File: src/core/slmc_pkg.sv
// shared constants and types of the sleep mode controller
package slmc_pkg;
   // register indices; byte address is four times the index
   localparam logic [7:0] MCU_CONTROL_IDX = 8'h35;
   localparam logic [7:0] SLEEP_STATUS_IDX = 8'h36;
   localparam logic [7:0] MCU_CONTROL_ADR = {MCU_CONTROL_IDX[5:0], 2'b00};
   localparam logic [7:0] SLEEP_STATUS_ADR = {SLEEP_STATUS_IDX[5:0], 2'b00};
   localparam logic [7:0] MCU_CONTROL_RST = 8'h00;
   // mcu_control field positions
   localparam int ARM_BIT = 5;
   localparam int SEL1_BIT = 4;
   localparam int SEL0_BIT = 3;
   localparam int SEL2_BIT = 2;
   // sleep_status field positions
   localparam int STAT_STATE_LSB = 0;
   localparam int STAT_MODE_LSB = 4;
   // low_power_select codes
   localparam logic [2:0] MODE_IDLE = 3'h0;
   localparam logic [2:0] MODE_NOISE = 3'h1;
   localparam logic [2:0] MODE_PDOWN = 3'h2;
   localparam logic [2:0] MODE_PSAVE = 3'h3;
   localparam logic [2:0] MODE_RES4 = 3'h4;
   localparam logic [2:0] MODE_RES5 = 3'h5;
   localparam logic [2:0] MODE_STBY = 3'h6;
   localparam logic [2:0] MODE_XSTBY = 3'h7;
   // clock gate vector bit positions
   localparam int G_CPU = 6;
   localparam int G_FLASH = 5;
   localparam int G_IO = 4;
   localparam int G_ADC = 3;
   localparam int G_ASY = 2;
   localparam int G_OSC = 1;
   localparam int G_TOSC = 0;
   localparam logic [6:0] GATES_RUN = 7'h7E;
   // cycle counts of the wake-up sequence
   localparam logic [15:0] IRQ_HOLD_CYCLES = 16'h0004;
   localparam logic [15:0] STBY_WAKE_CYCLES = 16'h0006;
   // sequencer states
   typedef enum logic [3:0] {
      ST_RUN = 4'b0001,
      ST_SLEEP = 4'b0010,
      ST_START = 4'b0100,
      ST_HOLD = 4'b1000
   } slmc_state_t;
endpackage

File: src/core/slmc_sleep_ctrl.sv
// sleep mode sequencer with clock gating and wake qualification
`timescale 1ns/100ps
// Notes on behaviour
// - sleep is entered only on a halt request while the arm bit is one.
// - interrupt wake stalls four cycles after start-up, then runs handler.
// - register file and memory are kept; clocks only stop, nothing clears.
// - any reset during sleep wakes to the reset vector.
// - control holds arm at bit 5, select bits 4..2 as sel1,sel0,sel2.
// - select codes: idle, noise, pdown, psave, standby, ext standby.
// - standby modes exist only with a crystal main clock.
// - idle stops only the cpu and flash clocks.
// - idle wakes on any external or internal interrupt.
// - idle or noise entry with converter on starts a conversion.
// - noise mode stops io, cpu and flash clocks.
// - noise mode wakes only on its listed sources.
// - power-down stops the oscillator and every generated clock.
// - power-down wakes only on two-wire match, external low group and level interrupts.
// - power-down wake waits the fuse-defined start-up period.
// - power-save keeps async timer 0 and may wake on it.
// - power-save without async timer 0 leaves timer contents undefined.
// - standby is power-down with oscillator on, wakes in six cycles.
// - extended standby is power-save with oscillator on, six cycles.
module slmc_sleep_ctrl
   import slmc_pkg::*;
(
   // clock and reset
   input wire logic clk,
   input wire logic reset_n,
   // wishbone slave
   input wire logic wb_cyc_i,
   input wire logic wb_stb_i,
   input wire logic wb_we_i,
   input wire logic [7:0] wb_adr_i,
   input wire logic [3:0] wb_sel_i,
   input wire logic [31:0] wb_dat_i,
   output logic [31:0] wb_dat_o,
   output logic wb_ack_o,
   // cpu core
   input wire logic haltReq,
   output logic cpuStall,
   output logic irqResume,
   output logic resetVector,
   // reset sources and fuses
   input wire logic resetReq,
   input wire logic xtalSource,
   input wire logic [15:0] startupCycles,
   // wake event sources, each already enable-qualified
   input wire logic [3:0] extIrqLowGroup,
   input wire logic [3:0] extIrqHighGroup,
   input wire logic [3:0] extLevelHighGroup,
   input wire logic twoWireMatch,
   input wire logic adcDone,
   input wire logic selfProgramReady,
   input wire logic otherIoIrq,
   // timer 0 and global enable
   input wire logic timer0AsyncSelect,
   input wire logic timer0Ovf,
   input wire logic timer0Cmp,
   input wire logic timer0OvfMask,
   input wire logic timer0CmpMask,
   input wire logic globalIrqEn,
   // converter
   input wire logic adcEnabled,
   output logic adcStart,
   // clock domain enables
   output logic clkEnCpu,
   output logic clkEnFlash,
   output logic clkEnIo,
   output logic clkEnAdc,
   output logic clkEnAsy,
   output logic mainOscEn,
   output logic timerOscEn
);
   slmc_state_t state_r;
   slmc_state_t state_nxt;
   logic [2:0] effMode_r;
   logic [2:0] effMode_nxt;
   logic [7:0] mcuControl;
   logic [2:0] selCode;
   logic arm;
   logic enter;
   logic wakeHit;
   logic t0Wake;
   logic tmrLoad;
   logic [15:0] tmrVal;
   logic tmrExpire;
   logic [6:0] gates_r;
   logic [6:0] gates_nxt;

   ////////////////////////////////////////////////////////////////////
   // mode decode helpers

   // reserved codes fall back to idle; standby needs a crystal
   function automatic logic [2:0] resolveMode(input logic [2:0] code,
                                              input logic xtal);
      logic [2:0] m;
      m = code;
      if (code == MODE_RES4 || code == MODE_RES5) begin
         m = MODE_IDLE;
      end else if (code == MODE_STBY && !xtal) begin
         m = MODE_PDOWN;
      end else if (code == MODE_XSTBY && !xtal) begin
         m = MODE_PSAVE;
      end
      return m;
   endfunction

   // clock domains left running in each sleep mode
   function automatic logic [6:0] sleepGates(input logic [2:0] m,
                                             input logic as0);
      logic [6:0] g;
      g = 7'h00;
      case (m)
         MODE_IDLE: begin
            g = GATES_RUN;
            g[G_CPU] = 1'b0;
            g[G_FLASH] = 1'b0;
            g[G_TOSC] = as0;
         end
         MODE_NOISE: begin
            g[G_ADC] = 1'b1;
            g[G_ASY] = 1'b1;
            g[G_OSC] = 1'b1;
            g[G_TOSC] = as0;
         end
         MODE_PDOWN: begin
            g = 7'h00;
         end
         MODE_PSAVE: begin
            // timer contents undefined if as0 is low here
            g[G_ASY] = as0;
            g[G_TOSC] = as0;
         end
         MODE_STBY: begin
            g[G_OSC] = 1'b1;
         end
         MODE_XSTBY: begin
            g[G_ASY] = as0;
            g[G_TOSC] = as0;
            g[G_OSC] = 1'b1;
         end
         default: begin
            g = GATES_RUN;
         end
      endcase
      return g;
   endfunction

   // register bus
   slmc_wb_regs u_regs (
      .clk(clk),
      .reset_n(reset_n),
      .wb_cyc_i(wb_cyc_i),
      .wb_stb_i(wb_stb_i),
      .wb_we_i(wb_we_i),
      .wb_adr_i(wb_adr_i),
      .wb_sel_i(wb_sel_i),
      .wb_dat_i(wb_dat_i),
      .wb_dat_o(wb_dat_o),
      .wb_ack_o(wb_ack_o),
      .swReset(resetReq),
      .statusRd({1'b0, effMode_r, state_r}),
      .mcuControl(mcuControl)
   );

   // field split of the control register
   assign arm = mcuControl[ARM_BIT];
   assign selCode = {mcuControl[SEL2_BIT], mcuControl[SEL1_BIT],
                     mcuControl[SEL0_BIT]};
   assign enter = (state_r == ST_RUN) && haltReq && arm &&
                  !resetReq;

   ////////////////////////////////////////////////////////////////////
   // wake qualification

   assign t0Wake = globalIrqEn && ((timer0Ovf && timer0OvfMask) ||
                                   (timer0Cmp && timer0CmpMask));

   always_comb begin
      wakeHit = 1'b0;
      case (effMode_r)
         MODE_IDLE: begin
            wakeHit = (|extIrqLowGroup) || (|extIrqHighGroup) ||
                      twoWireMatch || adcDone || selfProgramReady ||
                      otherIoIrq || t0Wake || (|extLevelHighGroup);
         end
         MODE_NOISE: begin
            wakeHit = adcDone || twoWireMatch || t0Wake ||
                      selfProgramReady || (|extLevelHighGroup) ||
                      (|extIrqLowGroup);
         end
         MODE_PDOWN, MODE_STBY: begin
            wakeHit = twoWireMatch || (|extLevelHighGroup) ||
                      (|extIrqLowGroup);
         end
         MODE_PSAVE, MODE_XSTBY: begin
            wakeHit = twoWireMatch || (|extLevelHighGroup) ||
                      (|extIrqLowGroup) ||
                      (timer0AsyncSelect && t0Wake);
         end
         default: begin
            wakeHit = 1'b0;
         end
      endcase
   end

   ////////////////////////////////////////////////////////////////////
   // sequencer

   // reset requests override every phase of the sequence
   always_comb begin
      state_nxt = state_r;
      effMode_nxt = effMode_r;
      tmrLoad = 1'b0;
      tmrVal = IRQ_HOLD_CYCLES;
      case (state_r)
         ST_RUN: begin
            if (enter) begin
               state_nxt = ST_SLEEP;
               effMode_nxt = resolveMode(selCode, xtalSource);
            end
         end
         ST_SLEEP: begin
            if (resetReq) begin
               state_nxt = ST_RUN;
            end else if (wakeHit) begin
               if (effMode_r == MODE_STBY || effMode_r == MODE_XSTBY) begin
                  state_nxt = ST_START;
                  tmrLoad = 1'b1;
                  tmrVal = STBY_WAKE_CYCLES;
               end else if ((effMode_r == MODE_PDOWN ||
                             effMode_r == MODE_PSAVE) &&
                            startupCycles != 16'h0000) begin
                  state_nxt = ST_START;
                  tmrLoad = 1'b1;
                  tmrVal = startupCycles;
               end else begin
                  state_nxt = ST_HOLD;
                  tmrLoad = 1'b1;
               end
            end
         end
         ST_START: begin
            if (resetReq) begin
               state_nxt = ST_RUN;
            end else if (tmrExpire) begin
               state_nxt = ST_HOLD;
               tmrLoad = 1'b1;
            end
         end
         ST_HOLD: begin
            if (resetReq) begin
               state_nxt = ST_RUN;
            end else if (tmrExpire) begin
               state_nxt = ST_RUN;
            end
         end
         default: begin
            state_nxt = ST_RUN;
         end
      endcase
   end

   always_ff @(posedge clk or negedge reset_n) begin
      if (!reset_n) begin
         state_r <= ST_RUN;
         effMode_r <= MODE_IDLE;
      end else begin
         state_r <= state_nxt;
         effMode_r <= effMode_nxt;
      end
   end

   // start-up and hold phases share one counter
   slmc_wake_timer u_timer (
      .clk(clk),
      .reset_n(reset_n),
      .load(tmrLoad),
      .loadVal(tmrVal),
      .expire(tmrExpire),
      .busy()
   );

   ////////////////////////////////////////////////////////////////////
   // cpu side pulses and stall

   // cpu is stalled, never reset, so its state survives
   assign cpuStall = (state_r != ST_RUN);

   always_ff @(posedge clk or negedge reset_n) begin
      if (!reset_n) begin
         irqResume <= 1'b0;
         resetVector <= 1'b0;
      end else begin
         irqResume <= (state_r == ST_HOLD) && tmrExpire &&
                      !resetReq;
         resetVector <= (state_r != ST_RUN) && resetReq;
      end
   end

   // conversion kick on entry; converter clock runs in both modes
   always_ff @(posedge clk or negedge reset_n) begin
      if (!reset_n) begin
         adcStart <= 1'b0;
      end else begin
         adcStart <= enter && adcEnabled &&
                     (effMode_nxt == MODE_IDLE ||
                      effMode_nxt == MODE_NOISE);
      end
   end

   ////////////////////////////////////////////////////////////////////
   // clock domain enables

   // during start-up only the oscillator returns; clocks wait for it
   always_comb begin
      gates_nxt = GATES_RUN;
      gates_nxt[G_TOSC] = timer0AsyncSelect;
      if (state_nxt == ST_SLEEP) begin
         gates_nxt = sleepGates(effMode_nxt, timer0AsyncSelect);
      end else if (state_nxt == ST_START) begin
         gates_nxt = sleepGates(effMode_nxt, timer0AsyncSelect);
         gates_nxt[G_OSC] = 1'b1;
      end
   end

   // gates come from flops so no enable glitches into a clock gate
   always_ff @(posedge clk or negedge reset_n) begin
      if (!reset_n) begin
         gates_r <= GATES_RUN;
      end else begin
         gates_r <= gates_nxt;
      end
   end

   assign clkEnCpu = gates_r[G_CPU];
   assign clkEnFlash = gates_r[G_FLASH];
   assign clkEnIo = gates_r[G_IO];
   assign clkEnAdc = gates_r[G_ADC];
   assign clkEnAsy = gates_r[G_ASY];
   assign mainOscEn = gates_r[G_OSC];
   assign timerOscEn = gates_r[G_TOSC];
endmodule

File: src/core/slmc_wake_timer.sv
// down counter timing start-up and interrupt hold phases
`timescale 1ns/100ps
module slmc_wake_timer
   import slmc_pkg::*;
(
   // clock and reset
   input wire logic clk,
   input wire logic reset_n,
   // load request
   input wire logic load,
   input wire logic [15:0] loadVal,
   // status
   output logic expire,
   output logic busy
);
   logic [15:0] count_r;

   // reload wins over counting so a new phase always starts clean
   always_ff @(posedge clk or negedge reset_n) begin
      if (!reset_n) begin
         count_r <= 16'h0000;
      end else if (load) begin
         count_r <= loadVal;
      end else if (count_r != 16'h0000) begin
         count_r <= count_r - 16'h0001;
      end
   end

   // last cycle of the loaded period
   assign expire = (count_r == 16'h0001);
   assign busy = (count_r != 16'h0000);
endmodule

File: src/core/slmc_wb_regs.sv
// classic wishbone slave holding the control and status registers
`timescale 1ns/100ps
module slmc_wb_regs
   import slmc_pkg::*;
(
   // clock and reset
   input wire logic clk,
   input wire logic reset_n,
   // wishbone slave
   input wire logic wb_cyc_i,
   input wire logic wb_stb_i,
   input wire logic wb_we_i,
   input wire logic [7:0] wb_adr_i,
   input wire logic [3:0] wb_sel_i,
   input wire logic [31:0] wb_dat_i,
   output logic [31:0] wb_dat_o,
   output logic wb_ack_o,
   // block side
   input wire logic swReset,
   input wire logic [7:0] statusRd,
   output logic [7:0] mcuControl
);
   logic req;
   logic [7:0] rdMux;

   // one cycle answer; ack drops the cycle after it was given
   assign req = wb_cyc_i && wb_stb_i && !wb_ack_o;

   always_ff @(posedge clk or negedge reset_n) begin
      if (!reset_n) begin
         wb_ack_o <= 1'b0;
      end else begin
         wb_ack_o <= req;
      end
   end

   // a device reset source clears the register like a power-up
   always_ff @(posedge clk or negedge reset_n) begin
      if (!reset_n) begin
         mcuControl <= MCU_CONTROL_RST;
      end else if (swReset) begin
         mcuControl <= MCU_CONTROL_RST;
      end else if (wb_cyc_i && wb_stb_i && wb_ack_o && wb_we_i &&
                   wb_sel_i[0] && wb_adr_i == MCU_CONTROL_ADR) begin
         mcuControl <= wb_dat_i[7:0]; // lands where master sees ack
      end
   end

   // unmapped addresses answer with zero
   always_comb begin
      rdMux = 8'h00;
      if (wb_adr_i == MCU_CONTROL_ADR) begin
         rdMux = mcuControl;
      end else if (wb_adr_i == SLEEP_STATUS_ADR) begin
         rdMux = statusRd;
      end
   end

   always_ff @(posedge clk or negedge reset_n) begin
      if (!reset_n) begin
         wb_dat_o <= 32'h0000_0000;
      end else if (req && !wb_we_i) begin
         wb_dat_o <= {24'h000000, rdMux};
      end
   end
endmodule

File: config.mk
export PLATFORM = sky130hd
export DESIGN_NAME = slmc_sleep_ctrl
export DESIGN_NICKNAME = d
export VERILOG_FILES = /design/src/core/slmc_pkg.sv /design/src/core/slmc_sleep_ctrl.sv /design/src/core/slmc_wake_timer.sv /design/src/core/slmc_wb_regs.sv
export SDC_FILE = /design/constraint.sdc
export NUM_CORES = 1
export LEC_CHECK = 0
export ABC_AREA = 1
export BUFFER_PORTS_ARGS = -buffer_cell sky130_fd_sc_hd__buf_2
export CORE_ASPECT_RATIO = 1.5
export CORE_MARGIN = 2
export CORE_UTILIZATION = 52
export DETAILED_ROUTE_END_ITERATION = 10
export PLACE_DENSITY = 0.86
export SLEW_MARGIN = 10
export SYNTH_ARGS = -nofsm -noshare
export SYNTH_HDL_FRONTEND = slang
export SYNTH_SLANG_ARGS = --single-unit
File: constraint.sdc
create_clock -name clk -period 4.98 [get_ports clk]
set_input_delay 0.747 -clock clk [delete_from_list [all_inputs] [get_ports clk]]
set_output_delay 0.747 -clock clk [all_outputs]
set_load 0.01 [all_outputs]
# --- After elaboration in Yosys (flattened, before gate mapping) ---
# Index checks and enable logic that the tools add are counted.
totals:
  regBits: 50
  wordCells: 137
classes:
  reduce_logical: 63
  n_mux: 39
  eq_ne: 24
  n_addsub: 1
op_table:
  columns: ["cell", "n"]
  rows:
  - ["$mux W16", 7]
  - ["$mux W4", 9]
  - ["$reduce_bool A16 Y1", 2]
  - ["$eq A3 B3 Y1 const B", 8]
  - ["$mux W8", 3]
  - ["$logic_and A1 B1 Y1", 22]
  - ["$mux W7", 3]
  - ["$logic_or A1 B1 Y1", 20]
  - ["$reduce_or A4 Y1", 5]
  - ["$eq A16 B1 Y1 const B", 1]
  - ["$eq A8 B8 Y1 const B", 2]
  - ["$pmux W4 S4", 1]
  - ["$sub A16 B1 Y16 const B", 1]
  - ["$mux W3", 5]
  - ["$eq A3 B2 Y1 const B", 4]
  - ["$reduce_or A2 Y1", 5]
  - ["$eq A4 B2 Y1 const B", 2]
  - ["$eq A4 B3 Y1 const B", 2]
  - ["$mux W1", 7]
  - ["$eq A3 B1 Y1 const B", 2]
  - ["$logic_not A3 Y1", 2]
  - ["$pmux W3 S2", 1]
  - ["$reduce_or A5 Y1", 1]
  - ["$eq A4 B1 Y1 const B", 1]
  - ["other kinds (6)", 11]

# --- Logic depth before layout (Yosys ltp) ---
logic_depth:
  word_depth: 15
  ltp_mapped: 13
  ltp_nobuf: 12

# --- Hierarchy ---
# Synthesis repeated with hierarchy kept, for this count alone.
hier_totals:
  hier_cells: 468
  area_unflattened_um2: 3448.3
by_module_without_submodules:
  columns: ["mod", "n_inst", "area_per_inst_um2", "seq_area_each_um2", "cells_each"]
  rows:
  - ["slmc_wb_regs", 1, 1191.1, 425.4, 144]
  - ["slmc_wake_timer", 1, 1149.9, 400.4, 165]
  - ["slmc_sleep_ctrl", 1, 1107.3, 407.9, 159]

# --- Least setup slack after synthesis ---
# No wires, ideal clock.
synth_timing:
  path_kind: "input -> register"
  from: "in adcDone"
  to: "reg u_timer.count_r[10]"
  stages: 10
  t_required_ns: 4.867
  path_slack_ns: 3.165
  arrival_ns: 1.702
  setup_time_ns: 0.113
  cell_sequence: "or2_0 > nor2_1 > nand3_1 > nand2_1 > nand2_2 > nand2_4 > nand4_2 > buf_6 > nand2_1 > inv_1"
synth_via:
  elab_chain_cells: 10
synth_lines:
  columns: ["item", "line", "source"]
  rows:
  - ["start: declaration", "slmc_sleep_ctrl.sv:52", "input wire logic adcDone,"]
  - ["$logic_or A1 B1 Y1 (on tied branches) (3 in a row)", "slmc_sleep_ctrl.sv:188, slmc_sleep_ctrl.sv:184", null]
  - ["$logic_or A1 B1 Y1 (on tied branches) (2 in a row)", "slmc_sleep_ctrl.sv:189, slmc_sleep_ctrl.sv:185", null]
  - ["$pmux W1 S4 *", "slmc_sleep_ctrl.sv:181", "case (effMode_r)"]
  - ["$mux W1 / $mux W16 (equally long branches)", "slmc_sleep_ctrl.sv:226", "end else if (wakeHit) begin"]
  - ["$mux W1 / $mux W16 (equally long branches)", "slmc_sleep_ctrl.sv:224", "if (resetReq) begin"]
  - ["$pmux W1 S2 / $mux W16 (equally long branches)", "slmc_sleep_ctrl.sv:216", "case (state_r)"]
  - ["$mux W16 / $reduce_bool A2 Y1 (equally long branches)", null, null]
  - ["end signal: assignment", "slmc_wake_timer.sv:23", "count_r <= loadVal;"]
  - ["end signal: assignment", "slmc_wake_timer.sv:25", "count_r <= count_r - 16'h0001;"]
  - ["end: declaration", "slmc_wake_timer.sv:16", "logic [15:0] count_r;"]
# Every way passes the cells marked *; elsewhere a longest branch is shown, timed or not.
# A chain may end at the register's enable or synchronous reset.

# --- Final worst setup path ---
layout_timing:
  from: "reg state_r[0]"
  to: "out cpuStall"
layout_via:
  elab_chain_cells: 1
layout_lines:
  columns: ["item", "line", "source"]
  rows:
  - ["start: declaration", "slmc_sleep_ctrl.sv:74", "slmc_state_t state_r;"]
  - ["start signal: assignment", "slmc_sleep_ctrl.sv:269", "state_r <= state_nxt;"]
  - ["$ne A4 B1 Y1", "slmc_sleep_ctrl.sv:288", "assign cpuStall = (state_r != ST_RUN);"]
  - ["end: declaration", "slmc_sleep_ctrl.sv:40", "output logic cpuStall,"]
# Every way passes these cells.

==> impl_metrics.yaml <==
run_status:
  status: "completed"
yosys:
  syn_area_per_cell_um2: 7.71
  synth_edf_count: 0
  synth_cell_type_count: 37
  synth.ff_latch_count: 49
  synth_seq_area_share_pct: 39.0
  asyncSetResetFlopFracSynth_pct: 100
  synth_cells: 410
  yosysWarnings: 0
  netlist_area_um2: 3160
  synthFlopType: "sky130_fd_sc_hd__dfrtp_1"
worst_setup_path:
  cp.required_ns: 4.23
  largest_fanout_on_the_critical_path: 5
  worstSetupEndpointType: "primary output"
  library_cell_contributing_the_largest_single_delay_on_the_critical_path: "sky130_fd_sc_hd__dfstp_2"
  worst-endpoint-arrival_ns: 1.51
  slowest_delay_ns: 0.54
  crit_top_cell: "sky130_fd_sc_hd__inv_1"
  worst_setup_path_start_kind: "register"
  crit_path_cell_trace: "inv_1, nor3_4, inv_1, buf_2"
  worstSetupPathType: "register to primary output"
sta:
  max_clock_freq_mhz: 444
  relSlewSlack_pct: 29.6
  post-route-min-period_ns: 2.25
  finalCritPeriodShare_pct: 45.2
  max_transition_viols_final: 0
  setup_repair_after_global_routing_missed_its_margin: "false"
  hold_viol_final: 0
  setup_viol: 0
  tightest_slew_ns: 1.06
  timing.setup.tns_ns: 0
  fin_skew_ns: 0.0146
  hold_ws_ns: 0.490
clock_tree:
  cts_tree: "built"
  numCtsBuffers: 5
  post_cts.repair.setup_buffers: 0
  cts_resized: 0
  clockRootBuffer: "sky130_fd_sc_hd__clkbuf_8"
  cts.path.max_buffers: 2
  htree_num_levels: 2
  clkLatencyLatePin_ns: 0.31
  cts.hold.buffers_added: 0
  total_number_of_clock_tree_sinks: 49
  clock_transition_time_at_the_flip_flop_clock_pins_of_the_worst_setup_and_hold_paths_ns: 0.09
routing:
  remaining_drc_errors: 0
  post_route_wl_mm: 6.97
  first_iter_violations: 168
  first_pass_iters: 4
  routed-via-count: 2843
  drt-wirelength-per-cell_um: 12.4
  postRouteAntennaNets: 0
  routed_via_density: 5.05
cells_and_area:
  multi_input_logic_area_um2: 1540
  area_growth_pct: 14.2
  final_nets: 583
  filler_cell_count: 534
  postLayoutCellArea_um2: 3610
  seq_area_um2: 1230
  diodes: 0
  final_layout_size_suffix_gt1_share_pct: 28.7
die:
  die_area_um2: 6730
  boundaryPins: 135
  rows: 34
  area_inside_the_core_boundary_um2: 5830
  die_width_um: 67.6
  die-height_um: 99.5
  initial_utilization_pct: 54.2
global_routing:
  grtUsageMet1_pct: 24.5
  grt_overflow: 0
  grt.met2_usage_pct: 41.0
  grt_first_pass_wirelength_mm: 11.4
  grtUsageTotal_pct: 22.1
  number_of_global_route_vias_before_repair: 2675
  gr-usage-met3_pct: 3.96
  grt_start_max_net_pins: 50
  grt_antenna_before_repair: 0
  globalRoute.busiestLayer: "met2"
worst_hold_path:
  holdCritPathClass: "register to register"
power_and_ir_drop:
  max-vdd-ir-drop_uv: 259
  power_density_relative_to_cell_area_nw_per_um2: 368
  totalPowerFinal_mw: 1.33
  static-leakage-power_nw: 1.99
place:
  place.gp.congestion: 0.837
  place_area_um2: 3490
  placement.io_buffers: 83
  detailedPlacementHpwl_mm: 5.41
flow_run:
  max_cap_viols: 0
[cell type report]
class	instances	area share, %
clock buffer	6	2.29
clock inverter	2	1.04
inverter	56	5.83
multi-input combinational	295	42.6
sequential	49	34.2
tap	72	2.50
timing repair buffer	83	11.5
[flip-flops by register name, summed over array words and instances (netlist names)]
signal / count
adcStart: 1
effMode_r: 3
u_timer.count_r: 16
u_regs.wb_dat_o: 8
irqResume: 1
resetVector: 1
u_regs.wb_ack_o: 1
gates_r: 6
u_regs.mcuControl: 8
state_r: 4
[logic make-up after synthesis]
family                   after synthesis  share of synthesized area, %
AND/OR/NAND/NOR                      228                          35.8
buffers and inverters                 89                          15.0
adder cells (fa/ha/maj)                2                         0.792
AO/OA/AOI/OAI                         33                          7.09
other                                  1                         0.119
flip-flops                            49                          39.0
XOR/XNOR                               8                          2.22
[final timing paths]
check                                                startpoint                        endpoint  depth (start not counted)  slack, ns
worst max-delay path                       state_r[0]$_DFF_PN1_                        cpuStall                          4       2.73
worst min-delay path                  u_regs.wb_ack_o$_DFF_PN0_       u_regs.wb_ack_o$_DFF_PN0_                          1       0.49
worst max register to register  u_timer.count_r[14]$_DFFE_PN0P_  u_timer.count_r[6]$_DFFE_PN0P_                          9       2.82
worst min register to register        u_regs.wb_ack_o$_DFF_PN0_       u_regs.wb_ack_o$_DFF_PN0_                          1       0.49
max in group asynchronous                               reset_n          effMode_r[1]$_DFF_PN0_                          1       3.71
min in group asynchronous                               reset_n  u_timer.count_r[4]$_DFFE_PN0P_                          1       0.61
[cell usage after synthesis (2+ instances only)]
| cell | count | share of area, % |
|---|---|---|
| sky130_fd_sc_hd__o21ai_1 | 2 | 0.32 |
| sky130_fd_sc_hd__nor2_1 | 37 | 4.4 |
| sky130_fd_sc_hd__nand2_4 | 3 | 1.1 |
| sky130_fd_sc_hd__nand4_1 | 11 | 2.2 |
| sky130_fd_sc_hd__inv_2 | 5 | 0.59 |
| sky130_fd_sc_hd__dfstp_2 | 6 | 5.0 |
| sky130_fd_sc_hd__xor2_1 | 5 | 1.4 |
| sky130_fd_sc_hd__nand2_2 | 6 | 1.2 |
| sky130_fd_sc_hd__ha_1 | 2 | 0.79 |
| sky130_fd_sc_hd__nor3_1 | 3 | 0.48 |
| sky130_fd_sc_hd__xnor2_1 | 3 | 0.83 |
| sky130_fd_sc_hd__o211ai_2 | 2 | 0.79 |
| sky130_fd_sc_hd__o221ai_1 | 7 | 1.9 |
| sky130_fd_sc_hd__o21ai_0 | 11 | 1.7 |
| sky130_fd_sc_hd__o21ai_2 | 2 | 0.55 |
| sky130_fd_sc_hd__o31ai_1 | 2 | 0.48 |
| sky130_fd_sc_hd__nand2_1 | 102 | 12 |
| sky130_fd_sc_hd__nand4_2 | 2 | 0.79 |
| sky130_fd_sc_hd__nor3_2 | 2 | 0.63 |
| sky130_fd_sc_hd__buf_6 | 5 | 1.8 |
| sky130_fd_sc_hd__nor2_2 | 8 | 1.6 |
| sky130_fd_sc_hd__inv_1 | 50 | 5.9 |
| sky130_fd_sc_hd__nand3_1 | 37 | 5.9 |
| sky130_fd_sc_hd__a21oi_1 | 5 | 0.79 |
| sky130_fd_sc_hd__nor2_4 | 5 | 1.8 |
| sky130_fd_sc_hd__dfrtp_1 | 43 | 34 |
| sky130_fd_sc_hd__buf_4 | 27 | 6.4 |
| sky130_fd_sc_hd__nand3_2 | 8 | 2.5 |
[metal layers]
metal,up-vias,part of all wire [%]
met2,103,54
met1,1305,38
met4,0,1.8
li1,1422,-
met3,13,6.0
met5,-,0
[critical path, delay by kind of cell (launching register included)]
family                 cells  cell delay, ns
AND/OR/NAND/NOR            1            0.30
buffers and inverters      3            0.37
flip-flops                 1            0.54
[layout by cell type (no fill, tap or decap), types with 3 or more instances in the layout]
master,netlist,routed
sky130_fd_sc_hd__a21oi_1,5,5
sky130_fd_sc_hd__buf_2,0,83
sky130_fd_sc_hd__clkbuf_8,0,6
sky130_fd_sc_hd__conb_1,1,24
sky130_fd_sc_hd__dfrtp_1,43,43
sky130_fd_sc_hd__dfstp_2,6,6
sky130_fd_sc_hd__inv_1,50,50
sky130_fd_sc_hd__inv_2,5,5
sky130_fd_sc_hd__nand2_1,102,102
sky130_fd_sc_hd__nand2_2,6,6
sky130_fd_sc_hd__nand2_4,3,3
sky130_fd_sc_hd__nand3_1,37,37
sky130_fd_sc_hd__nand3_2,8,8
sky130_fd_sc_hd__nand4_1,11,11
sky130_fd_sc_hd__nor2_1,37,37
sky130_fd_sc_hd__nor2_2,8,8
sky130_fd_sc_hd__nor2_4,5,5
sky130_fd_sc_hd__nor3_1,3,3
sky130_fd_sc_hd__o21ai_0,11,11
sky130_fd_sc_hd__o221ai_1,7,7
sky130_fd_sc_hd__xnor2_1,3,3
sky130_fd_sc_hd__xor2_1,5,5
[per-stage QoR]
stage          util [%]  instances  setup WS (ns)
4_1_cts            61.9        563           2.73
5_1_grt            61.9        563           2.63
6_report           61.9        563           2.73
2_1_floorplan         -        433           3.17
3_5_place_dp       59.9        555           2.53
3_3_place_gp       59.9        555           2.56
[power by group]
group	internal (mW)	switching, mW
registers	0.472	0.0787
clock network	0.163	0.139
logic	0.187	0.287
Note: power is estimated with default switching activity, not from simulation.
